File: src/sdr_consts.svh
// Character codes, limits and reset values of the sensor command responder.
// Assumes 8-bit ASCII characters delivered by a separate serial front end.
`ifndef SDR_CONSTS_SVH
`define SDR_CONSTS_SVH
`define SDR_CH_BANG   8'h21
`define SDR_CH_QUERY  8'h3f
`define SDR_CH_CR     8'h0d
`define SDR_CH_LF     8'h0a
`define SDR_CH_PLUS   8'h2b
`define SDR_CH_MINUS  8'h2d
`define SDR_CH_A      8'h41
`define SDR_CH_M      8'h4d
`define SDR_CH_C      8'h43
`define SDR_CH_D      8'h44
`define SDR_CH_R      8'h52
`define SDR_CH_X      8'h58
`define SDR_DIG_HI    4'h3
`define SDR_DIG_MAX   4'h9
`define SDR_CRC_TAG   2'h1
`define SDR_CRC_POLY  16'ha001
`define SDR_CRC_INIT  16'h0000
`define SDR_LIM_M     7'h23
`define SDR_LIM_C     7'h4b
`define SDR_ADDR_RST  8'h30
`define SDR_HDR_ADDR  3'h1
`define SDR_HDR_MEAS  3'h5
`define SDR_HDR_CONC  3'h6
`define SDR_KIND_D    2'h0
`define SDR_KIND_R    2'h1
`define SDR_KIND_X    2'h2
`endif

File: src/sdr_pkg.sv
// Types of the sensor command responder: sequencer states and state records.
// Assumes sdr_consts.svh is on the include path.
`default_nettype none
package sdr_pkg;
  typedef enum logic [6:0] {
    SDR_IDLE = 7'h01,
    SDR_HDR  = 7'h02,
    SDR_DATA = 7'h04,
    SDR_PEND = 7'h08,
    SDR_CRC  = 7'h10,
    SDR_CR   = 7'h20,
    SDR_LF   = 7'h40
  } sdr_st_t;

  typedef struct packed {
    sdr_st_t     st;
    logic [7:0]  addr;
    logic [2:0]  rx_n;
    logic [7:0]  rx_a;
    logic [7:0]  rx_c1;
    logic [7:0]  rx_c2;
    logic        run;
    logic        conc;
    logic        crcm;
    logic        srq;
    logic [6:0]  mlim;
    logic [6:0]  lim;
    logic [6:0]  vcnt;
    logic        trunc;
    logic [47:0] hdr;
    logic [2:0]  hdr_n;
    logic        rep_dat;
    logic        rep_crc;
    logic [7:0]  pend;
    logic        plast;
    logic [1:0]  k;
    logic        tx_vld;
    logic [7:0]  tx_chr;
    logic        src_rdy;
    logic        dreq;
    logic [3:0]  didx;
    logic [1:0]  dkind;
    logic        mstart;
    logic        mconc;
    logic        mabort;
  } sdr_state_t;

  typedef struct packed {
    logic [15:0] crc;
  } sdr_crc_state_t;
endpackage
`default_nettype wire

File: src/sdr_crc16.sv
// Byte-serial reflected CRC-16 accumulator for reply checksums.
// Assumes clear and update are never requested in the same cycle.
`include "sdr_consts.svh"
`default_nettype none
module sdr_crc16
  import sdr_pkg::*;
(
  input  wire logic       ref_clk_i,
  input  wire logic       resetn_i,
  input  wire logic       ce_i,
  input  wire logic       clr_i,
  input  wire logic       upd_i,
  input  wire logic [7:0] byte_i,
  output logic [15:0]     crc_o
);
  import sdr_pkg::*;

  sdr_crc_state_t q;
  sdr_crc_state_t d;

  always_comb
  begin
    logic [15:0] c;
    c = q.crc ^ {8'h00, byte_i};
    d = q;
    for (int i = 0; i < 8; i++)
    begin
      c = c[0] ? ((c >> 1) ^ `SDR_CRC_POLY) : (c >> 1);
    end
    if (clr_i)
      d.crc = `SDR_CRC_INIT;
    else if (upd_i)
      d.crc = c;
  end

  always_ff @(posedge ref_clk_i or negedge resetn_i)
  begin
    if (!resetn_i)
      q <= '0;
    else if (ce_i)
      q <= d;
  end

  assign crc_o = q.crc;
endmodule
`default_nettype wire

File: src/sdr_responder.sv
// Command interpreter of a serial-bus sensor: parses commands, steers the
// measurement engine and frames replies character by character.
// Assumes a serial front end on the same clock delivering received characters,
// break detection and a transmit handshake, and a value source streaming data.
// Contract
// - A break during a plain measurement abandons that measurement.
// - Any valid addressed command aborts a running concurrent measurement.
// - Concurrent measurements send no service request; master waits out the time.
// - Data after a plain measurement holds at most 35 characters.
// - Data after a concurrent measurement holds at most 75 characters.
// - Every value carries a leading sign, which also separates values.
// - Data reply: address, signed values, then carriage return and line feed.
// - Checksum variants put a 16-bit checksum before the line end.
// - Continuous reads answer like data replies, values up to 75 characters.
// - Extended command: address, X, optional letters, exclamation mark.
// - Extended replies start with the address and end with the line end.
// - Address query is answered with the current address.
// - Address change adopts the new address and answers with it.
// - Checksum is three characters just before the line end.
`include "sdr_consts.svh"
`default_nettype none
module sdr_responder
  import sdr_pkg::*;
(
  input  wire logic        ref_clk_i,
  input  wire logic        resetn_i,
  input  wire logic        ce_i,
  input  wire logic        rx_vld_i,
  input  wire logic [7:0]  rx_chr_i,
  input  wire logic        brk_i,
  input  wire logic        tx_rdy_i,
  output logic             tx_vld_o,
  output logic [7:0]       tx_chr_o,
  input  wire logic [11:0] meas_ttt_i,
  input  wire logic [7:0]  meas_nval_i,
  input  wire logic        meas_done_i,
  output logic             meas_start_o,
  output logic             meas_conc_o,
  output logic             meas_abort_o,
  input  wire logic        src_vld_i,
  input  wire logic [7:0]  src_chr_i,
  input  wire logic        src_first_i,
  input  wire logic        src_last_i,
  output logic             src_rdy_o,
  output logic             data_req_o,
  output logic [3:0]       data_idx_o,
  output logic [1:0]       data_kind_o,
  output logic [7:0]       addr_o
);
  import sdr_pkg::*;

  sdr_state_t  q;
  sdr_state_t  d;
  logic        crc_clr;
  logic        crc_upd;
  logic [7:0]  nchr;
  logic [15:0] crc;
  logic        pars;

  sdr_crc16 u_crc (
    .ref_clk_i (ref_clk_i),
    .resetn_i  (resetn_i),
    .ce_i      (ce_i),
    .clr_i     (crc_clr),
    .upd_i     (crc_upd),
    .byte_i    (nchr),
    .crc_o     (crc)
  );

  assign pars = rx_vld_i && q.st == SDR_IDLE && !brk_i && rx_chr_i == `SDR_CH_BANG;

  always_comb
  begin
    logic slot;
    logic rep;
    logic ins;
    logic room;
    logic [1:0] kd;
    slot = !q.tx_vld || tx_rdy_i;
    rep = 1'b0;
    ins = 1'b0;
    room = 1'b0;
    kd = `SDR_KIND_D;
    d = q;
    crc_clr = 1'b0;
    crc_upd = 1'b0;
    nchr = 8'h00;
    d.mstart = 1'b0;
    d.mabort = 1'b0;
    d.dreq = 1'b0;
    if (q.tx_vld && tx_rdy_i)
      d.tx_vld = 1'b0;
    if (meas_done_i && q.run)
    begin
      d.run = 1'b0;
      d.srq = !q.conc;
    end
    if (brk_i)
    begin
      d.rx_n = 3'h0;
      if (q.run && !q.conc)
      begin
        d.run = 1'b0;
        d.mabort = 1'b1;
      end
    end
    unique case (q.st)
      SDR_IDLE:
      begin
        if (pars)
        begin
          d.rx_n = 3'h0;
          d.rep_dat = 1'b0;
          d.rep_crc = 1'b0;
          d.hdr = {q.addr, 40'h0};
          d.hdr_n = `SDR_HDR_ADDR;
          if (q.rx_a == `SDR_CH_QUERY && q.rx_n == 3'h1)
            rep = 1'b1;
          else if (q.rx_a == q.addr && q.rx_n != 3'h0)
          begin
            rep = 1'b1;
            // A concurrent run ends before the command takes effect
            if (q.run && q.conc && !meas_done_i)
            begin
              d.run = 1'b0;
              d.mabort = 1'b1;
            end
            if (q.rx_n == 3'h1)
              rep = 1'b1;
            else if (q.rx_c1 == `SDR_CH_A && q.rx_n == 3'h3)
            begin
              d.addr = q.rx_c2;
              d.hdr = {q.rx_c2, 40'h0};
            end
            else if ((q.rx_c1 == `SDR_CH_M || q.rx_c1 == `SDR_CH_C) &&
                     (q.rx_n == 3'h2 || (q.rx_n == 3'h3 && q.rx_c2 == `SDR_CH_C)))
            begin
              d.mstart = 1'b1;
              d.run = 1'b1;
              d.srq = 1'b0;
              d.conc = q.rx_c1 == `SDR_CH_C;
              d.mconc = q.rx_c1 == `SDR_CH_C;
              d.crcm = q.rx_n == 3'h3;
              d.mlim = d.conc ? `SDR_LIM_C : `SDR_LIM_M;
              d.hdr = {q.addr, `SDR_DIG_HI, meas_ttt_i[11:8], `SDR_DIG_HI, meas_ttt_i[7:4],
                       `SDR_DIG_HI, meas_ttt_i[3:0], `SDR_DIG_HI, meas_nval_i[7:4],
                       `SDR_DIG_HI, meas_nval_i[3:0]};
              d.hdr_n = `SDR_HDR_CONC;
              if (!d.conc)
              begin
                d.hdr = {q.addr, `SDR_DIG_HI, meas_ttt_i[11:8], `SDR_DIG_HI, meas_ttt_i[7:4],
                         `SDR_DIG_HI, meas_ttt_i[3:0], `SDR_DIG_HI, meas_nval_i[3:0], 8'h00};
                d.hdr_n = `SDR_HDR_MEAS;
              end
            end
            else if ((q.rx_c1 == `SDR_CH_D || q.rx_c1 == `SDR_CH_R) && q.rx_n == 3'h3 &&
                     q.rx_c2[7:4] == `SDR_DIG_HI && q.rx_c2[3:0] <= `SDR_DIG_MAX)
            begin
              kd = (q.rx_c1 == `SDR_CH_D) ? `SDR_KIND_D : `SDR_KIND_R;
              d.dreq = 1'b1;
              d.didx = q.rx_c2[3:0];
              d.dkind = kd;
              d.rep_dat = 1'b1;
              d.rep_crc = (kd == `SDR_KIND_D) && q.crcm;
              d.lim = (kd == `SDR_KIND_D) ? q.mlim : `SDR_LIM_C;
            end
            else if (q.rx_c1 == `SDR_CH_X)
            begin
              d.dreq = 1'b1;
              d.didx = 4'h0;
              d.dkind = `SDR_KIND_X;
              d.rep_dat = 1'b1;
              d.lim = `SDR_LIM_C;
            end
            else
            begin
              // Cancel the reply and undo the abort; a completion in this cycle still ends the run
              rep = 1'b0;
              d.run = q.run && !meas_done_i;
              d.mabort = 1'b0;
            end
          end
        end
        else if (rx_vld_i && !brk_i)
        begin
          // Only three characters are kept; longer extended commands still parse
          if (q.rx_n == 3'h0)
            d.rx_a = rx_chr_i;
          if (q.rx_n == 3'h1)
            d.rx_c1 = rx_chr_i;
          if (q.rx_n == 3'h2)
            d.rx_c2 = rx_chr_i;
          if (q.rx_n != 3'h4)
            d.rx_n = q.rx_n + 3'h1;
        end
        else if (q.srq && q.rx_n == 3'h0)
        begin
          d.srq = 1'b0;
          d.rep_dat = 1'b0;
          d.rep_crc = 1'b0;
          d.hdr = {q.addr, 40'h0};
          d.hdr_n = `SDR_HDR_ADDR;
          rep = 1'b1;
        end
        if (rep)
        begin
          d.st = SDR_HDR;
          crc_clr = 1'b1;
          d.vcnt = 7'h00;
          d.trunc = 1'b0;
          d.k = 2'h0;
        end
      end
      SDR_HDR:
      begin
        if (slot)
        begin
          nchr = q.hdr[47:40];
          crc_upd = 1'b1;
          d.hdr = {q.hdr[39:0], 8'h00};
          d.hdr_n = q.hdr_n - 3'h1;
          if (q.hdr_n == 3'h1)
            d.st = q.rep_dat ? SDR_DATA : SDR_CR;
        end
      end
      SDR_DATA:
      begin
        if (q.src_rdy && src_vld_i)
        begin
          ins = src_first_i && src_chr_i != `SDR_CH_PLUS && src_chr_i != `SDR_CH_MINUS;
          room = (q.vcnt + (ins ? 7'h2 : 7'h1)) <= q.lim;
          if (!q.trunc && room)
          begin
            nchr = ins ? `SDR_CH_PLUS : src_chr_i;
            crc_upd = 1'b1;
            d.vcnt = q.vcnt + (ins ? 7'h2 : 7'h1);
            d.pend = src_chr_i;
            d.plast = src_last_i;
            if (ins)
              d.st = SDR_PEND;
          end
          else
            d.trunc = 1'b1;
          if (src_last_i && d.st == SDR_DATA)
            d.st = q.rep_crc ? SDR_CRC : SDR_CR;
        end
      end
      SDR_PEND:
      begin
        if (slot)
        begin
          nchr = q.pend;
          crc_upd = 1'b1;
          d.st = q.plast ? (q.rep_crc ? SDR_CRC : SDR_CR) : SDR_DATA;
        end
      end
      SDR_CRC:
      begin
        if (slot)
        begin
          // Four bits in the first character and six in each of the next two, each tagged 01 in bits 7:6
          nchr = {`SDR_CRC_TAG, 2'h0, crc[15:12]};
          if (q.k == 2'h1)
            nchr = {`SDR_CRC_TAG, crc[11:6]};
          if (q.k == 2'h2)
            nchr = {`SDR_CRC_TAG, crc[5:0]};
          d.k = q.k + 2'h1;
          if (q.k == 2'h2)
            d.st = SDR_CR;
        end
      end
      SDR_CR:
      begin
        if (slot)
        begin
          nchr = `SDR_CH_CR;
          d.st = SDR_LF;
        end
      end
      SDR_LF:
      begin
        if (slot)
        begin
          nchr = `SDR_CH_LF;
          d.st = SDR_IDLE;
        end
      end
      default:
        d.st = SDR_IDLE;
    endcase
    if (q.st != SDR_IDLE && q.st != SDR_DATA && slot)
    begin
      d.tx_vld = 1'b1;
      d.tx_chr = nchr;
    end
    if (q.st == SDR_DATA && q.src_rdy && src_vld_i && !q.trunc && room)
    begin
      d.tx_vld = 1'b1;
      d.tx_chr = nchr;
    end
    // Ready only with an empty transmit slot, so a taken character waits only in SDR_PEND behind an inserted sign
    d.src_rdy = d.st == SDR_DATA && !d.tx_vld;
  end

  always_ff @(posedge ref_clk_i or negedge resetn_i)
  begin
    if (!resetn_i)
    begin
      q <= '0;
      q.st <= SDR_IDLE;
      q.addr <= `SDR_ADDR_RST;
      q.mlim <= `SDR_LIM_M;
      q.lim <= `SDR_LIM_M;
    end
    else if (ce_i)
      q <= d;
  end

  assign tx_vld_o = q.tx_vld;
  assign tx_chr_o = q.tx_chr;
  assign meas_start_o = q.mstart;
  assign meas_conc_o = q.mconc;
  assign meas_abort_o = q.mabort;
  assign src_rdy_o = q.src_rdy;
  assign data_req_o = q.dreq;
  assign data_idx_o = q.didx;
  assign data_kind_o = q.dkind;
  assign addr_o = q.addr;
endmodule
`default_nettype wire

File: config.mk
export PLATFORM = sky130hd
export DESIGN_NAME = sdr_responder
export DESIGN_NICKNAME = d
export VERILOG_FILES = /design/src/sdr_pkg.sv /design/src/sdr_crc16.sv /design/src/sdr_responder.sv
export VERILOG_INCLUDE_DIRS = /design/src /design/src/src
export SDC_FILE = /design/constraint.sdc
export NUM_CORES = 1
export LEC_CHECK = 0
export BUFFER_PORTS_ARGS = -buffer_cell sky130_fd_sc_hd__buf_2
export CAP_MARGIN = 10
export CORE_UTILIZATION = 35
export DETAILED_ROUTE_END_ITERATION = 12
export SLEW_MARGIN = 10
export SYNTH_ARGS = -nofsm -noshare
export SYNTH_HDL_FRONTEND = slang
export SYNTH_SLANG_ARGS = --single-unit
File: constraint.sdc
create_clock -name ref_clk_i -period 9.8 [get_ports ref_clk_i]
set_input_delay 1.47 -clock ref_clk_i [delete_from_list [all_inputs] [get_ports ref_clk_i]]
set_output_delay 1.47 -clock ref_clk_i [all_outputs]
set_load 0.02 [all_outputs]
==> parameters.txt <==
Parameter                              Value

CTS
  Number of buffers inserted during clock tree synthesis ... 17
  TritonCTS clock tree ... done
  Number of buffers added for setup after CTS ... 0
  Number of buffers on the longest clock path ... 2
  Clk sinks ... ~140
  Clock H-tree levels ... 4
  Post-cts gate resize count ... 0
  Insertion delay to the later sink of the worst-skew pair ... 0.43 ns
  Hold-fix buffers at CTS ... 0
  Clk slew on worst S/H paths ... about 0.070 ns
  Clock Root Buffer ... sky130_fd_sc_hd__clkbuf_16

Global route
  GRT Util Overall ... 0.176
  Wire length of the first global-routing pass ... 32.2 mm
  Number of antenna violations at the first check in global routing ... 0
  Total overflow reported by the global router ... 0
  Number of global-route vias before repair ... 5,899
  Largest net degree at the start of global routing ... 79

Logic synthesis
  Yosys warning total ... 0
  Post-synthesis register bit count ... approximately 140
  Avg Inst Size Synth ... ~9.7 µm²
  Portion of the post-synthesis area used by sequential elements ... 0.450
  Library cell occupying the most area in the post-synthesis netlist ... sky130_fd_sc_hd__dfrtp_1
  Post-synthesis instance area ... 7860 µm²
  Number of distinct library cell variants in the gate-level netlist after synthesis ... a little over 70
  EDFF count, synth ... 0
  Post-synthesis async set-or-reset flop share ... 1.00
  Gate Count Post-Synth ... around 800
  Flip-flop cell with the highest count after synthesis ... sky130_fd_sc_hd__dfrtp_1
  Nets in the synthesized netlist ... 870
  Cell types with the largest area share after synthesis ... sky130_fd_sc_hd__dfrtp_1 (43%), sky130_fd_sc_hd__mux2_2 (7.3%), sky130_fd_sc_hd__nand2_1 (5.7%)
  Portion of synthesized cell area occupied by the leading cell type ... 0.433

Finish
  Fraction of layout instances using a drive strength above 1 ... 0.222
  Layout overhead on the synthesized area ... 14.0%
  Number of nets in the final layout ... 912
  Area occupied by multi-input gates ... 3940 µm²
  Number of fill cells in the layout ... 2,177
  Footprint of the flip-flops and latches ... 3530 µm²
  Diode count ... 0

Drt
  Detailed-router iteration count before antenna repair ... 5
  Post-route ant nets ... 0
  Average via count per standard cell ... 5.32
  Vias post-DR ... between 6k and 7k
  DRC viols ... 0
  Starting DRC count in detailed routing ... 496
  Routed WL ... 19.8 mm
  Avg WL per Cell ... roughly 17 µm

STA
  Maximum clock skew at final layout ... between 0.01 and 0.015 ns
  Unrepaired setup endpoints after global routing ... no
  Achievable Freq ... roughly 150 MHz
  Final worst-path cycle share ... 0.663
  Transition time of the tightest slew-check pin ... ~1.2 ns
  Slew HR ... 0.173
  Period minus WS final ... 6.50 ns
  Aggregate negative setup slack ... 0 ns
  Max-slew violation total from the final report ... 0
  Number of failing setup endpoints in the final timing report ... 0
  Hold Violations, Final ... 0

Power and ir drop
  Leakage ... 3.97 nW
  Cell area power density ... 217 nW/µm²
  Total power of the final layout ... 1.94 mW
  IR drop worst, VDD ... 0.000121 V

Placement
  Number of port buffers ... 73
  Half-perimeter wire length of the detailed placement result ... ~14 mm
  RePlAce Congestion ... 0.872

Run status
  Status ... complete, no violations

Critical path
  Largest driver fanout on the critical path ... 6
  Sort of element at the start of the critical path ... primary input
  Data arrival time of the critical path ... 6.79 ns
  Critical Path End Type ... flip-flop
  CP required ... 10.09 ns
  Startpoint-to-endpoint class of the critical path ... primary input to flip-flop

Floorplanning
  Total die area ... roughly 23,000 µm²
  Initial Utilization ... 0.359
  Standard-cell row count ... 54
  Core area ... 21,900 µm²
  Die width ... 152 µm
  Chip Height ... 152 µm
  Num ports ... 74

Job
  Max-cap violations ... 0

Worst hold path
  Worst hold-check path type ... flip-flop to flip-flop
[metal layers]
layer / track usage / vias up / routed length (µm)
met5: 0 / - / 0
met4: 0.0514 / 0 / 228
met3: 0.0374 / 17 / 1010
met2: 0.272 / 164 / 9210
met1: 0.247 / 2936 / 9400
li1: - / 2968 / -
[cell families after synthesis]
group | share of synthesized area
compound gates | 0.168
xor+xnor | 0.0484
fa+ha+maj | 0.0248
buf+inv | 0.0517
flops | 0.450
mux | 0.0883
simple gates | 0.169
[where the power goes]
group          internal [mW]  total [mW]  leakage (nW)  switching [mW]
clock                  0.412       0.696         0.309           0.284
combinational          0.220       0.479          1.76           0.259
sequential             0.671       0.769          1.91          0.0978
total                   1.30        1.94          3.97           0.641
[flip-flops by register name, indices dropped and copies added, names as in the netlist]
| name | flops |
|---|---|
| tx_chr_o | 8 |
| data_req_o | 1 |
| u_crc.crc_o | 16 |
| data_idx_o | 4 |
| q | 98 |
| tx_vld_o | 1 |
| meas_start_o | 1 |
| data_kind_o | 2 |
| meas_abort_o | 1 |
| src_rdy_o | 1 |
| addr_o | 8 |
[path summary, 6_finish.rpt]
kind	from	end	slack [ns]	cells after the start
worst max-delay path	src_chr_i[4]	u_crc.crc_o[0]	3.30	20
worst min-delay path	data_idx_o[3]	data_idx_o[3]	0.47	2
worst max register to register	q[85]	u_crc.crc_o[0]	4.97	16
worst min register to register	data_idx_o[3]	data_idx_o[3]	0.47	2
max in group asynchronous	resetn_i	q[150]	7.36	2
min in group asynchronous	resetn_i	q[38]	1.02	1
[synth_stat cells (6+ instances only)]
library cell               number
sky130_fd_sc_hd__buf_4         24
sky130_fd_sc_hd__mux2_2        51
sky130_fd_sc_hd__nand2b_1      11
sky130_fd_sc_hd__dfrtp_1      136
sky130_fd_sc_hd__xor2_1         6
sky130_fd_sc_hd__inv_1         20
sky130_fd_sc_hd__nor2_1        43
sky130_fd_sc_hd__a21o_1         6
sky130_fd_sc_hd__ha_1          14
sky130_fd_sc_hd__nand2_1      120
sky130_fd_sc_hd__nand3_1       18
sky130_fd_sc_hd__nor3_1         9
sky130_fd_sc_hd__clkbuf_1      29
sky130_fd_sc_hd__o21ai_0       77
sky130_fd_sc_hd__a22o_1         6
sky130_fd_sc_hd__o31ai_1        6
sky130_fd_sc_hd__a21oi_1       38
sky130_fd_sc_hd__nor2b_1        9
sky130_fd_sc_hd__a31oi_1       15
sky130_fd_sc_hd__mux2i_1       12
sky130_fd_sc_hd__a22oi_1       20
sky130_fd_sc_hd__xnor2_1       24
[cells in the final DEF (no fill, tap or decap), types with 17 or more instances in the layout]
cell	count
sky130_fd_sc_hd__a21oi_1	38
sky130_fd_sc_hd__a22oi_1	20
sky130_fd_sc_hd__buf_2	72
sky130_fd_sc_hd__clkbuf_16	17
sky130_fd_sc_hd__dfrtp_1	136
sky130_fd_sc_hd__inv_1	20
sky130_fd_sc_hd__mux2_2	51
sky130_fd_sc_hd__nand2_1	120
sky130_fd_sc_hd__nand3_1	18
sky130_fd_sc_hd__nor2_1	43
sky130_fd_sc_hd__o21ai_0	76
sky130_fd_sc_hd__xnor2_1	24
[worst max-delay path: stages]
cell and delay, ns:
sky130_fd_sc_hd__buf_2 0.12, sky130_fd_sc_hd__and4b_1 0.26, sky130_fd_sc_hd__nand2_1 0.07, sky130_fd_sc_hd__o21ai_0 0.54, sky130_fd_sc_hd__inv_1 0.23, sky130_fd_sc_hd__fa_1 0.52, sky130_fd_sc_hd__and3_1 0.22, sky130_fd_sc_hd__nand3_1 0.10
sky130_fd_sc_hd__xnor2_1 0.09, sky130_fd_sc_hd__ha_1 0.35, sky130_fd_sc_hd__nand2_1 0.07, sky130_fd_sc_hd__a2111oi_0 0.63, sky130_fd_sc_hd__nand3_1 0.24, sky130_fd_sc_hd__o211ai_2 0.17, sky130_fd_sc_hd__xor2_2 0.23, sky130_fd_sc_hd__xnor3_1 0.39
sky130_fd_sc_hd__xnor3_1 0.43, sky130_fd_sc_hd__xor3_1 0.46, sky130_fd_sc_hd__xor2_1 0.15, sky130_fd_sc_hd__o21ai_1 0.07
[cell type report]
cell class              count  share of cell area
repair buffers             81              0.0482
clock inverters            15              0.0228
clock buffers              17              0.0475
well taps                 280              0.0391
flip-flops and latches    141               0.394
multi-input cells         590               0.440
inverters                  20             0.00838
[through the flow]
stage / worst slack [ns] / utilization / instance area, µm² / std cells / hold WS (ns)
2_1_floorplan: 3.96 / - / 7860 / 809 / 0.440
3_3_place_gp: 3.33 / 0.381 / 8330 / 1112 / 0.461
3_5_place_dp: 2.99 / 0.381 / 8330 / 1112 / 0.468
4_1_cts: 3.40 / 0.409 / 8960 / 1144 / 0.483
5_1_grt: 3.15 / 0.409 / 8960 / 1144 / 0.506
6_report: 3.30 / 0.409 / 8960 / 1144 / 0.473
No activity file was read; power rests on OpenSTA's default activity.
